`config.mk`:
```
export PLATFORM = sky130hd
export DESIGN_NAME = sacc_conversion_control
export DESIGN_NICKNAME = d
export VERILOG_FILES = /design/src/hdl/sacc_conversion_control.v
export VERILOG_INCLUDE_DIRS = /design/src /design/src/hdl
export SDC_FILE = /design/constraint.sdc
export NUM_CORES = 1
export LEC_CHECK = 0
export BUFFER_PORTS_ARGS = -buffer_cell sky130_fd_sc_hd__buf_2
export CAP_MARGIN = 20
export CORE_UTILIZATION = 40
export CTS_CLUSTER_DIAMETER = 80
export CTS_CLUSTER_SIZE = 25
export DETAILED_ROUTE_END_ITERATION = 12
export GPL_TIMING_DRIVEN = 0
export HOLD_SLACK_MARGIN = 0.03
export PLACE_DENSITY_LB_ADDON = 0.2
export SETUP_SLACK_MARGIN = 0.3
export SYNTH_ARGS = -nofsm -noshare
export SYNTH_HDL_FRONTEND = slang
export SYNTH_SLANG_ARGS = --single-unit
```
`constraint.sdc`:
```
create_clock -name sys_clk -period 4.1 [get_ports sys_clk]
set_input_delay 0.41 -clock sys_clk [delete_from_list [all_inputs] [get_ports sys_clk]]
set_output_delay 0.41 -clock sys_clk [all_outputs]
set_load 0.03 [all_outputs]
```
`src/hdl/sacc_consts.vh`:
```
// constants for the converter control block
`ifndef SACC_CONSTS_VH
`define SACC_CONSTS_VH
`define SACC_OFF_OFFSET 12'h2ec
`define SACC_OFF_CLKTRG 12'h30c
`define SACC_OFF_CTRL 12'h310
`define SACC_OFF_RES_LO 12'h314
`define SACC_OFF_RES_HI 12'h318
`define SACC_IDX_OFFSET 8'hbb
`define SACC_IDX_CLKTRG 8'hc3
`define SACC_IDX_CTRL 8'hc4
`define SACC_IDX_RES_LO 8'hc5
`define SACC_IDX_RES_HI 8'hc6
`define SACC_CTRL_ON 7
`define SACC_CTRL_CHMSB 5
`define SACC_CTRL_DONE 4
`define SACC_CTRL_GO 3
`define SACC_CFG_ALIGN 4
`define SACC_CTRL_RESET 8'h00
`define SACC_CFG_RESET 8'h00
`define SACC_OFS_RESET 5'h00
`define SACC_CONV_CLOCKS 30
`define SACC_TRG_SW 2'h0
`define SACC_TRG_T0 2'h1
`define SACC_TRG_FREE 2'h2
`define SACC_TRG_S3 2'h3
`define SACC_SETTLE_NS 5000
`define SACC_CLK_NS 25
`endif

```
`src/hdl/sacc_conversion_control.v`:
```
// converter control: registers, trigger, clock select, result formatting
`timescale 1ns/10ps
`default_nettype none
`include "sacc_consts.vh"
// How it works
// converter powered only while enabled
// software waits settling time before starting
// conversion lasts thirty converter clocks
// go starts; completion sets done, clears go in software mode only
// writing zero to go ignored
// no start without go; done blocks a start in software mode only
// result registers load with done flag
// left alignment: high byte, two in low
// right alignment: two in high, eight low
// unused result bits read zero
// trigger field selects start source
// repeated conversions in overflow or free modes
// clock field picks divider or overflow halved
// channel code steers input selector
// channel code built from bit five, two-zero
// done flag sticky until software clears
// software clears done before next request
// idle mode conversion completes and wakes
// no conversions during power-down
// signed offset added to each result
// overflow while busy is ignored
module sacc_conversion_control (
  // clock and reset
  input wire sys_clk,
  input wire rst,
  // apb slave
  input wire psel,
  input wire penable,
  input wire pwrite,
  input wire [11:0] paddr,
  input wire [31:0] pwdata,
  output wire pready,
  output reg [31:0] prdata,
  output wire pslverr,
  // system events, same clock
  input wire timer0_overflow,
  input wire timer4_overflow,
  input wire port3_baudgen_overflow,
  input wire power_down,
  input wire conv_irq_enable,
  // analog core
  output wire converter_power_on,
  output wire [3:0] input_selector,
  output reg sample_go,
  input wire [9:0] core_result,
  // processor side
  output wire conv_irq,
  output wire idle_wake
);
  localparam ST_IDLE = 2'b01;
  localparam ST_CONV = 2'b10;
  reg [7:0] ctrl_q;
  reg [7:0] cfg_q;
  reg [4:0] ofs_q;
  reg [7:0] res_hi_q;
  reg [7:0] res_lo_q;
  reg [1:0] state_q;
  reg [4:0] cnt_q;
  reg [4:0] div_q;
  reg half_q;
  reg tick;
  reg trig;
  reg [10:0] sum;
  reg [9:0] res;
  wire acc = psel && penable;
  wire wr = acc && pwrite;
  wire on = ctrl_q[`SACC_CTRL_ON];
  wire go = ctrl_q[`SACC_CTRL_GO];
  wire done = ctrl_q[`SACC_CTRL_DONE];
  wire [1:0] trg = cfg_q[1:0];
  wire [2:0] cks = cfg_q[7:5];
  wire finish = state_q == ST_CONV && tick &&
    cnt_q == 5'd`SACC_CONV_CLOCKS - 5'd1;
  wire mapped = paddr == `SACC_OFF_OFFSET || paddr == `SACC_OFF_CLKTRG ||
    paddr == `SACC_OFF_CTRL || paddr == `SACC_OFF_RES_LO ||
    paddr == `SACC_OFF_RES_HI;
  assign pready = 1'b1;
  assign pslverr = acc && !mapped;
  // power gate
  assign converter_power_on = on;
  // selector drive
  // channel assembly
  assign input_selector = {ctrl_q[`SACC_CTRL_CHMSB], ctrl_q[2:0]};
  // irq request
  // idle wake source
  assign conv_irq = done && conv_irq_enable;
  assign idle_wake = conv_irq;

  // divider taps, each a one-cycle enable at its rate
  reg [4:0] div_d;
  reg half_d;
  wire tap_div2 = div_q[0] == 1'b1;
  wire tap_div4 = div_q[1:0] == 2'h3;
  wire tap_div8 = div_q[2:0] == 3'h7;
  wire tap_div16 = div_q[3:0] == 4'hf;
  wire tap_div32 = div_q == 5'h1f;
  wire ovf_sel = (cks == 3'h6 && port3_baudgen_overflow) ||
    (cks == 3'h7 && timer4_overflow);

  // clock select
  always @* begin
    case (cks)
      3'h0: begin
        tick = 1'b1;
      end
      3'h1: begin
        tick = tap_div2;
      end
      3'h2: begin
        tick = tap_div4;
      end
      3'h3: begin
        tick = tap_div8;
      end
      3'h4: begin
        tick = tap_div16;
      end
      3'h5: begin
        tick = tap_div32;
      end
      3'h6: begin
        tick = port3_baudgen_overflow && half_q;
      end
      3'h7: begin
        tick = timer4_overflow && half_q;
      end
      default: begin
        tick = 1'b0;
      end
    endcase
  end

  // free-running divider: the first converter clock of a conversion
  // may be short, traded for not restarting the divider on each start
  // overflow clocks are halved by a toggle on the selected pulse
  always @* begin
    div_d = div_q + 5'h01;
    half_d = half_q;
    if (ovf_sel) begin
      half_d = !half_q;
    end
  end

  always @(posedge sys_clk) begin
    if (rst) begin
      div_q <= 5'h00;
      half_q <= 1'b0;
    end else begin
      div_q <= div_d;
      half_q <= half_d;
    end
  end

  // trigger source
  // repeat while go
  // overflow pulse starts
  // software mode alone waits for done; the other modes ignore it
  always @* begin
    case (trg)
      `SACC_TRG_SW: begin
        trig = go && !done;
      end
      `SACC_TRG_T0: begin
        trig = go && timer0_overflow;
      end
      `SACC_TRG_FREE: begin
        trig = go;
      end
      `SACC_TRG_S3: begin
        trig = go && port3_baudgen_overflow;
      end
      default: begin
        trig = 1'b0;
      end
    endcase
  end

  // offset is sign-extended; the sum wraps past ten bits
  wire [10:0] ofs_ext = {{6{ofs_q[4]}}, ofs_q};

  // offset add
  always @* begin
    sum = {1'b0, core_result} + ofs_ext;
    res = sum[9:0];
  end

  reg [1:0] state_d;
  reg [4:0] cnt_d;
  reg sample_go_d;
  wire abort = !on || power_down;
  wire start_ok = on && !power_down && trig &&
    (trg != `SACC_TRG_SW || !done);

  // sample_go is the core's one-cycle start strobe
  always @* begin
    state_d = state_q;
    cnt_d = cnt_q;
    sample_go_d = 1'b0;
    case (state_q)
      ST_IDLE: begin
        // start gating
        // power-down blocks
        if (start_ok) begin
          state_d = ST_CONV;
          cnt_d = 5'h00;
          sample_go_d = 1'b1;
        end
      end
      ST_CONV: begin
        // thirty clocks
        // an abort drops the result and leaves done alone
        if (abort) begin
          state_d = ST_IDLE;
        end else if (finish) begin
          state_d = ST_IDLE;
        end else if (tick) begin
          cnt_d = cnt_q + 5'h01;
        end
      end
      default: begin
        state_d = ST_IDLE;
        cnt_d = 5'h00;
      end
    endcase
  end

  always @(posedge sys_clk) begin
    if (rst) begin
      state_q <= ST_IDLE;
      cnt_q <= 5'h00;
      sample_go <= 1'b0;
    end else begin
      state_q <= state_d;
      cnt_q <= cnt_d;
      sample_go <= sample_go_d;
    end
  end

  wire wr_ofs = wr && paddr == `SACC_OFF_OFFSET;
  wire wr_cfg = wr && paddr == `SACC_OFF_CLKTRG;
  wire wr_ctrl = wr && paddr == `SACC_OFF_CTRL;
  wire load_res = finish && on && !power_down;
  wire stop_cont = trg != `SACC_TRG_SW && wr_ctrl &&
    !pwdata[`SACC_CTRL_ON];
  reg [7:0] ctrl_d;
  reg [7:0] cfg_d;
  reg [4:0] ofs_d;
  reg [7:0] res_hi_d;
  reg [7:0] res_lo_d;

  // reserved bits stay zero whatever software writes
  always @* begin
    cfg_d = cfg_q;
    ofs_d = ofs_q;
    if (wr_cfg) begin
      cfg_d = {pwdata[7:4], 2'h0, pwdata[1:0]};
    end
    if (wr_ofs) begin
      ofs_d = pwdata[4:0];
    end
  end

  // continuous modes keep go set; done still records each result
  always @* begin
    ctrl_d = ctrl_q;
    if (wr_ctrl) begin
      ctrl_d[7] = pwdata[7];
      ctrl_d[5] = pwdata[5];
      ctrl_d[2:0] = pwdata[2:0];
      // software clears done
      if (!pwdata[`SACC_CTRL_DONE]) begin
        ctrl_d[`SACC_CTRL_DONE] = 1'b0;
      end
      // zero write ignored
      if (pwdata[`SACC_CTRL_GO]) begin
        ctrl_d[`SACC_CTRL_GO] = 1'b1;
      end
    end
    if (!on || stop_cont) begin
      ctrl_d[`SACC_CTRL_GO] = 1'b0;
    end
    // a completion wins over a clear in the same cycle
    if (load_res) begin
      // completion handshake
      ctrl_d[`SACC_CTRL_DONE] = 1'b1;
      if (trg == `SACC_TRG_SW) begin
        ctrl_d[`SACC_CTRL_GO] = 1'b0;
      end
    end
  end

  // result load
  // left alignment
  // right alignment
  // zero unused bits
  always @* begin
    res_hi_d = res_hi_q;
    res_lo_d = res_lo_q;
    if (load_res) begin
      if (cfg_q[`SACC_CFG_ALIGN]) begin
        res_hi_d = {6'h00, res[9:8]};
        res_lo_d = res[7:0];
      end else begin
        res_hi_d = res[9:2];
        res_lo_d = {res[1:0], 6'h00};
      end
    end
  end

  always @(posedge sys_clk) begin
    if (rst) begin
      ctrl_q <= `SACC_CTRL_RESET;
      cfg_q <= `SACC_CFG_RESET;
      ofs_q <= `SACC_OFS_RESET;
      res_hi_q <= 8'h00;
      res_lo_q <= 8'h00;
    end else begin
      ctrl_q <= ctrl_d;
      cfg_q <= cfg_d;
      ofs_q <= ofs_d;
      res_hi_q <= res_hi_d;
      res_lo_q <= res_lo_d;
    end
  end

  // read data is caught in the setup cycle and stands through access
  wire rd_setup = psel && !penable && !pwrite;
  wire [31:0] rd_ofs = {27'h0000000, ofs_q};
  wire [31:0] rd_cfg = {24'h000000, cfg_q};
  wire [31:0] rd_ctrl = {24'h000000, ctrl_q};
  wire [31:0] rd_lo = {24'h000000, res_lo_q};
  wire [31:0] rd_hi = {24'h000000, res_hi_q};
  reg [31:0] prdata_d;

  always @* begin
    prdata_d = prdata;
    if (rd_setup) begin
      case (paddr)
        `SACC_OFF_OFFSET: begin
          prdata_d = rd_ofs;
        end
        `SACC_OFF_CLKTRG: begin
          prdata_d = rd_cfg;
        end
        `SACC_OFF_CTRL: begin
          prdata_d = rd_ctrl;
        end
        `SACC_OFF_RES_LO: begin
          prdata_d = rd_lo;
        end
        `SACC_OFF_RES_HI: begin
          prdata_d = rd_hi;
        end
        default: begin
          prdata_d = 32'h00000000;
        end
      endcase
    end
  end

  always @(posedge sys_clk) begin
    if (rst) begin
      prdata <= 32'h00000000;
    end else begin
      prdata <= prdata_d;
    end
  end
endmodule // sacc_conversion_control
`default_nettype wire

```
== Word-level counts from Yosys, hierarchy flattened ==
Cells that the tools add are included.

* Bits in registers: 80
* Input bits: 64

* Add/subtract/negate cells: 3
* Equality and inequality tests: 28
* Muxes and demuxes: 21
* Bitwise gates (word level): 1
* Reductions and logical operators: 49

{| class="wikitable"
|+ Operators with widths
! kind !! number
|-
| equality test 12 x 10 -> 1 bit (second input constant) || 5
|-
| one-hot mux 8 bit (5 select lines) || 1
|-
| logical AND 1 bit || 25
|-
| two-way mux 5 bit || 5
|-
| two-way mux 8 bit || 2
|-
| equality test 3 bit (second input constant) || 5
|-
| adder 10 bit || 1
|-
| adder 5 x 1 -> 5 bit (second input constant) || 2
|-
| equality test 5 bit (second input constant) || 2
|-
| one-hot mux 5 bit (2 select lines) || 1
|-
| equality test 2 bit (second input constant) || 4
|-
| logical NOT 1 bit || 8
|-
| logical OR 1 bit || 8
|-
| two-way mux 2 bit || 4
|-
| != test 2 bit (second input constant) || 4
|-
| one-hot mux 1 bit (8 select lines) || 1
|-
| equality test 3 x 2 -> 1 bit (second input constant) || 2
|-
| two-way mux 1 bit || 5
|-
| equality test 2 x 1 -> 1 bit (second input constant) || 2
|-
| equality test 4 bit (second input constant) || 1
|-
| one-hot mux 1 bit (4 select lines) || 1
|-
| one-hot mux 2 bit (2 select lines) || 1
|-
| AND reduction 2 bit || 2
|-
| AND reduction 4 bit || 1
|-
| 8 further kinds || 9
|}

== Depth between registers and ports, before layout ==
* Word-level depth: 9
* Gate-level depth with buffers: 10

== Worst setup path after synthesis ==
Ideal clock, no wire load.

* Path kind: input to output
* Start: input paddr[3]
* End: output pslverr
* Data arrival time: 2.021 ns
* Required time: 3.690 ns
* Slack: 1.669 ns
* Stages: 5
* Cells stage by stage: clkbuf_2 -> and3b_1 -> and4_1 -> buf_2 -> nor4_1

* Cells in the longest elaborated chain, start to end: 7
* Elaborated cells between the ends (all ways): 11

{| class="wikitable"
|+ RTL lines
! what !! line !! source
|-
| start: declaration || sacc_conversion_control.v:35 || <nowiki>input wire [11:0] paddr,</nowiki>
|-
| equality test 12 x 10 -> 1 bit || - ||
|-
| logical OR 1 bit (no source line) (3 in a row) || - ||
|-
| logical OR 1 bit (no source line) * || - ||
|-
| logical NOT 1 bit * || sacc_conversion_control.v:83 || <nowiki>assign pslverr = acc && !mapped;</nowiki>
|-
| logical AND 1 bit * || sacc_conversion_control.v:83 ||
|-
| end: declaration || sacc_conversion_control.v:39 || <nowiki>output wire pslverr,</nowiki>
|}

Every way passes the cells marked *; elsewhere a longest branch is shown, timed or not.

== Worst setup path in the final report ==
* Start: register ofs_q[4]
* End: register res_hi_q[4]

* Cells in the longest elaborated chain, start to end: 2

{| class="wikitable"
|+ RTL lines
! what !! line !! source
|-
| start: declaration || sacc_conversion_control.v:59 || <nowiki>reg [4:0] ofs_q;</nowiki>
|-
| start signal: assignment || sacc_conversion_control.v:319 || <nowiki>ofs_q <= `SACC_OFS_RESET;</nowiki>
|-
| start signal: assignment || sacc_conversion_control.v:325 || <nowiki>ofs_q <= ofs_d;</nowiki>
|-
| adder 10 bit || sacc_conversion_control.v:188 || <nowiki>sum = {1'b0, core_result} + ofs_ext;</nowiki>
|-
| two-way mux 8 bit || sacc_conversion_control.v:305 || <nowiki>if (cfg_q[`SACC_CFG_ALIGN]) begin</nowiki>
|-
| end signal: assignment || sacc_conversion_control.v:326 || <nowiki>res_hi_q <= res_hi_d;</nowiki>
|-
| end: declaration || sacc_conversion_control.v:60 || <nowiki>reg [7:0] res_hi_q;</nowiki>
|}

No other way between the ends.
A chain may end at the register's enable or synchronous reset.

==> flow_metrics.env <==
export IMPL_outcome="completed"
export IMPL_clock_insertion_delay_worst_skew_ps=320
export IMPL_detailedPlace_worstSlack_ps=1657
export IMPL_leakagePower_nw=1.663
export IMPL_cp_end_kind="register"
export IMPL_power_internal_w=0.0007333
export IMPL_core_mm2=0.008258
export IMPL_num_antenna_cells=0
export IMPL_cts_sinks=56
export IMPL_io_buffers=54
export IMPL_reg_power_share_pct=54.5
export IMPL_wirelength_per_cell_um=15.24
export IMPL_power_share_clock_pct=32.5
export IMPL_die_height_um=94.70
export IMPL_postLayoutCellArea_mm2=0.004023
export IMPL_die_w_um=94.70
export IMPL_post_cts_setup_buffer_count=0
export IMPL_ys_seq_area_share_pct=32.62
export IMPL_reg_to_reg_start="ofs_q[4]"
export IMPL_crit_path_start_kind="register"
export IMPL_fill_cells=849
export IMPL_fmax_mhz=426.3
export IMPL_critPathMaxFanout=9
export IMPL_timing_critical_path_required_ps=4350
export IMPL_antenna_violations_before_repair=0
export IMPL_hold_viol=0
export IMPL_io_pins=106
export IMPL_initial_cell_density_of_the_core_pct=41.62
export IMPL_grtUsageTotal_pct=19.73
export IMPL_slew_hr_pct=43.05
export IMPL_synth_warning_count=0
export IMPL_synthArstFlopShare_pct=0
export IMPL_totalWireLength_um=8746
export IMPL_cts_root_buf="sky130_fd_sc_hd__clkbuf_8"
export IMPL_worst_slew_pin_transition_ps=852.5
export IMPL_first_pass_grt_wire_length_um=13520
export IMPL_p_sw_share_pct=27.36
export IMPL_final_setup_worst_slack_ps=1754
export IMPL_final_period_minus_worst_setup_slack_ps=2346
export IMPL_initial_drc_count=146
export IMPL_cts_resized=0
export IMPL_netSwitchingPower_w=0.0002762
export IMPL_worst_r2r_path_depth=6
export IMPL_fin_tns_setup_ps=0
export IMPL_max_cap_violations=0
export IMPL_post_synth_instance_area_mm2=0.003437
export IMPL_setup_worst_path_class="register to register"
export IMPL_fin_nets=547
export IMPL_synth_seq_cells=56
export IMPL_number_of_buffers_added_to_fix_hold_violations_after_cts=0
export IMPL_cp_arrival_ps=2590
export IMPL_routed_via_count=3051
export IMPL_power_density_mw_per_mm2=250.9
export IMPL_final_core_util_pct=48.71
export IMPL_reg2reg_slack_ps=1750
export IMPL_num_rows=33
export IMPL_dpl_instance_area_mm2=0.003925
export IMPL_timing_final_crit_share_pct=57.22
export IMPL_number_of_remaining_drc_errors=0
export IMPL_firstDrtPassIters=5
export IMPL_cts_root_to_sink_buffers=2
export IMPL_tritoncts="done"
export IMPL_via_count_of_the_first_global_routing_pass=2676
export IMPL_ant_nets=0
export IMPL_ir_worst_vdd_uv=141.6
export IMPL_syn_mean_instance_area_um2=8.951
export IMPL_share_comb_of_total_power_pct=13.1
export IMPL_count_of_final_setup_violators=0
export IMPL_globalRouteOverflowTotal=0
export IMPL_synth_edf_count=0
export IMPL_clock_tree_htree_level_count=2
export IMPL_synth_top_flop_cell="sky130_fd_sc_hd__dfxtp_1"
export IMPL_grt_setup_unrepaired="no"
export IMPL_synthesis_instances=384
export IMPL_area_growth_pct=17.04
export IMPL_dp_hpwl_um=6820
export IMPL_avgViaCountPerCell=5.315
export IMPL_reg2reg_to="res_hi_q[4]"
export IMPL_drv_slew=0
export IMPL_setup_skew_after_layout_ps=8.935
export IMPL_min_path_type="primary input to register"
export IMPL_worst_hold_startpoint="pwdata[6]"
export IMPL_gp_routability_congestion=0.8253
export IMPL_die_area_mm2=0.008967
export IMPL_grt_start_max_net_pins=18
export IMPL_yosysUniqueCellTypes=72
export IMPL_layout_cells_sized_above_1_pct=27.29
export IMPL_critical_path_endpoint="res_hi_q[4]"
export IMPL_clock_buffers_created_by_tritoncts=5
export IMPL_critPathLaunch="ofs_q[4]"
export IMPL_path_clk_slew_ps=100
power groups by stage:
stage | sequential, W | clock (W) | combinational (W)
after floorplan | 0.000565 | 0 | 0.0000878
after global placement | 0.000562 | 0 | 0.000130
after detailed placement | 0.000563 | 0 | 0.000130
after CTS | 0.000550 | 0.000333 | 0.000131
after global routing | 0.000551 | 0.000350 | 0.000143
final | 0.000550 | 0.000328 | 0.000132
state kept, by name, indices dropped and copies added (netlist names), 2 cells and up:
| name | count |
|---|---|
| div_q | 5 |
| cnt_q | 5 |
| res_lo_q | 8 |
| ofs_q | 5 |
| ctrl_q | 7 |
| state_q | 2 |
| res_hi_q | 8 |
| cfg_q | 6 |
| prdata | 8 |
routing by layer:
metal	up-vias	track usage [%]	wire length, um
li1	1544	-	-
met1	1409	27.27	4122
met2	93	32.13	3976
met3	5	2.576	552
met4	0	5.303	95
met5	-	0	0
cells in the mapped netlist, drive strengths merged, types with 5 or more instances:
library cell  instances  area [um2]
a21oi                31       155.2
a221oi                5       56.31
a222oi                6       60.06
a31oi                 5       37.53
buf                  41       300.3
clkbuf                9       35.03
dfxtp                56        1121
ha                   14       175.2
inv                   7       26.28
mux2                  6       67.56
mux2i                15       150.1
nand2                25       93.84
nand3                14       70.07
nand3b                5       37.54
nand4                 7       58.81
nor2                 25       98.84
o21ai                24       120.1
or3                   6       37.54
or4                   5       41.29
xnor2                 5       43.79
per-stage QoR:
step	cells	power [W]	hold slack, ps
4_1_cts	574	0.001014	325.6
5_1_grt	574	0.001043	336.5
6_report	574	0.001009	326.3
3_5_place_dp	566	0.0006930	445.4
2_1_floorplan	407	0.0006526	429.5
3_3_place_gp	566	0.0006923	436.6
cells by family after synthesis:
| logic type | count (synthesis) | share of synthesized area [%] |
|---|---|---|
| AOI/OAI and AO/OA | 101 | 20.86 |
| xor gates and xnor gates | 9 | 2.293 |
| adders and majority gates | 15 | 5.679 |
| buffers and inverters | 58 | 10.78 |
| DFF | 56 | 32.62 |
| muxes | 21 | 6.334 |
| other | 2 | 0.2185 |
| and+or+nand+nor | 122 | 21.22 |
worst max-delay path, stage by stage (launching register included):
cell and delay (ps):
sky130_fd_sc_hd__dfxtp_1 580, sky130_fd_sc_hd__ha_1 370, sky130_fd_sc_hd__a21o_1 250, sky130_fd_sc_hd__a221oi_1 350, sky130_fd_sc_hd__xor2_1 150, sky130_fd_sc_hd__or4_1 430
sky130_fd_sc_hd__a21oi_1 150
cell type report:
cell class	instances	area, um2	share of cell area (%)
timing repair buffer	54	270.3	6.718
clock buffer	6	82.58	2.053
buffer	51	344.1	8.554
multi-input combinational	293	2032	50.51
inverter	7	26.28	0.6532
clock inverter	2	15.01	0.3733
sequential	56	1121	27.87
tap	105	131.4	3.266
layout by cell type (no fill, tap or decap), drive strengths merged, types with 6 or more instances in the layout:
cell and instances:
nor2 25, a222oi 6, mux2 6, a21oi 31, nand2 25, nand4 7
inv 7, mux2i 15, nand3 14, ha 14, conb 25, or3 6
dfxtp 56, o21ai 24, buf 95, clkbuf 15
worst min path at each step:
stage,end,slack [ps],cells past startpoint
final,cfg_q[6],330,3
after global routing,cfg_q[6],340,3
after CTS,cfg_q[6],330,3
after detailed placement,prdata[5],450,2
after global placement,prdata[3],440,2
after floorplan,div_q[0],430,1
No activity file was read; power rests on OpenSTA's default activity.
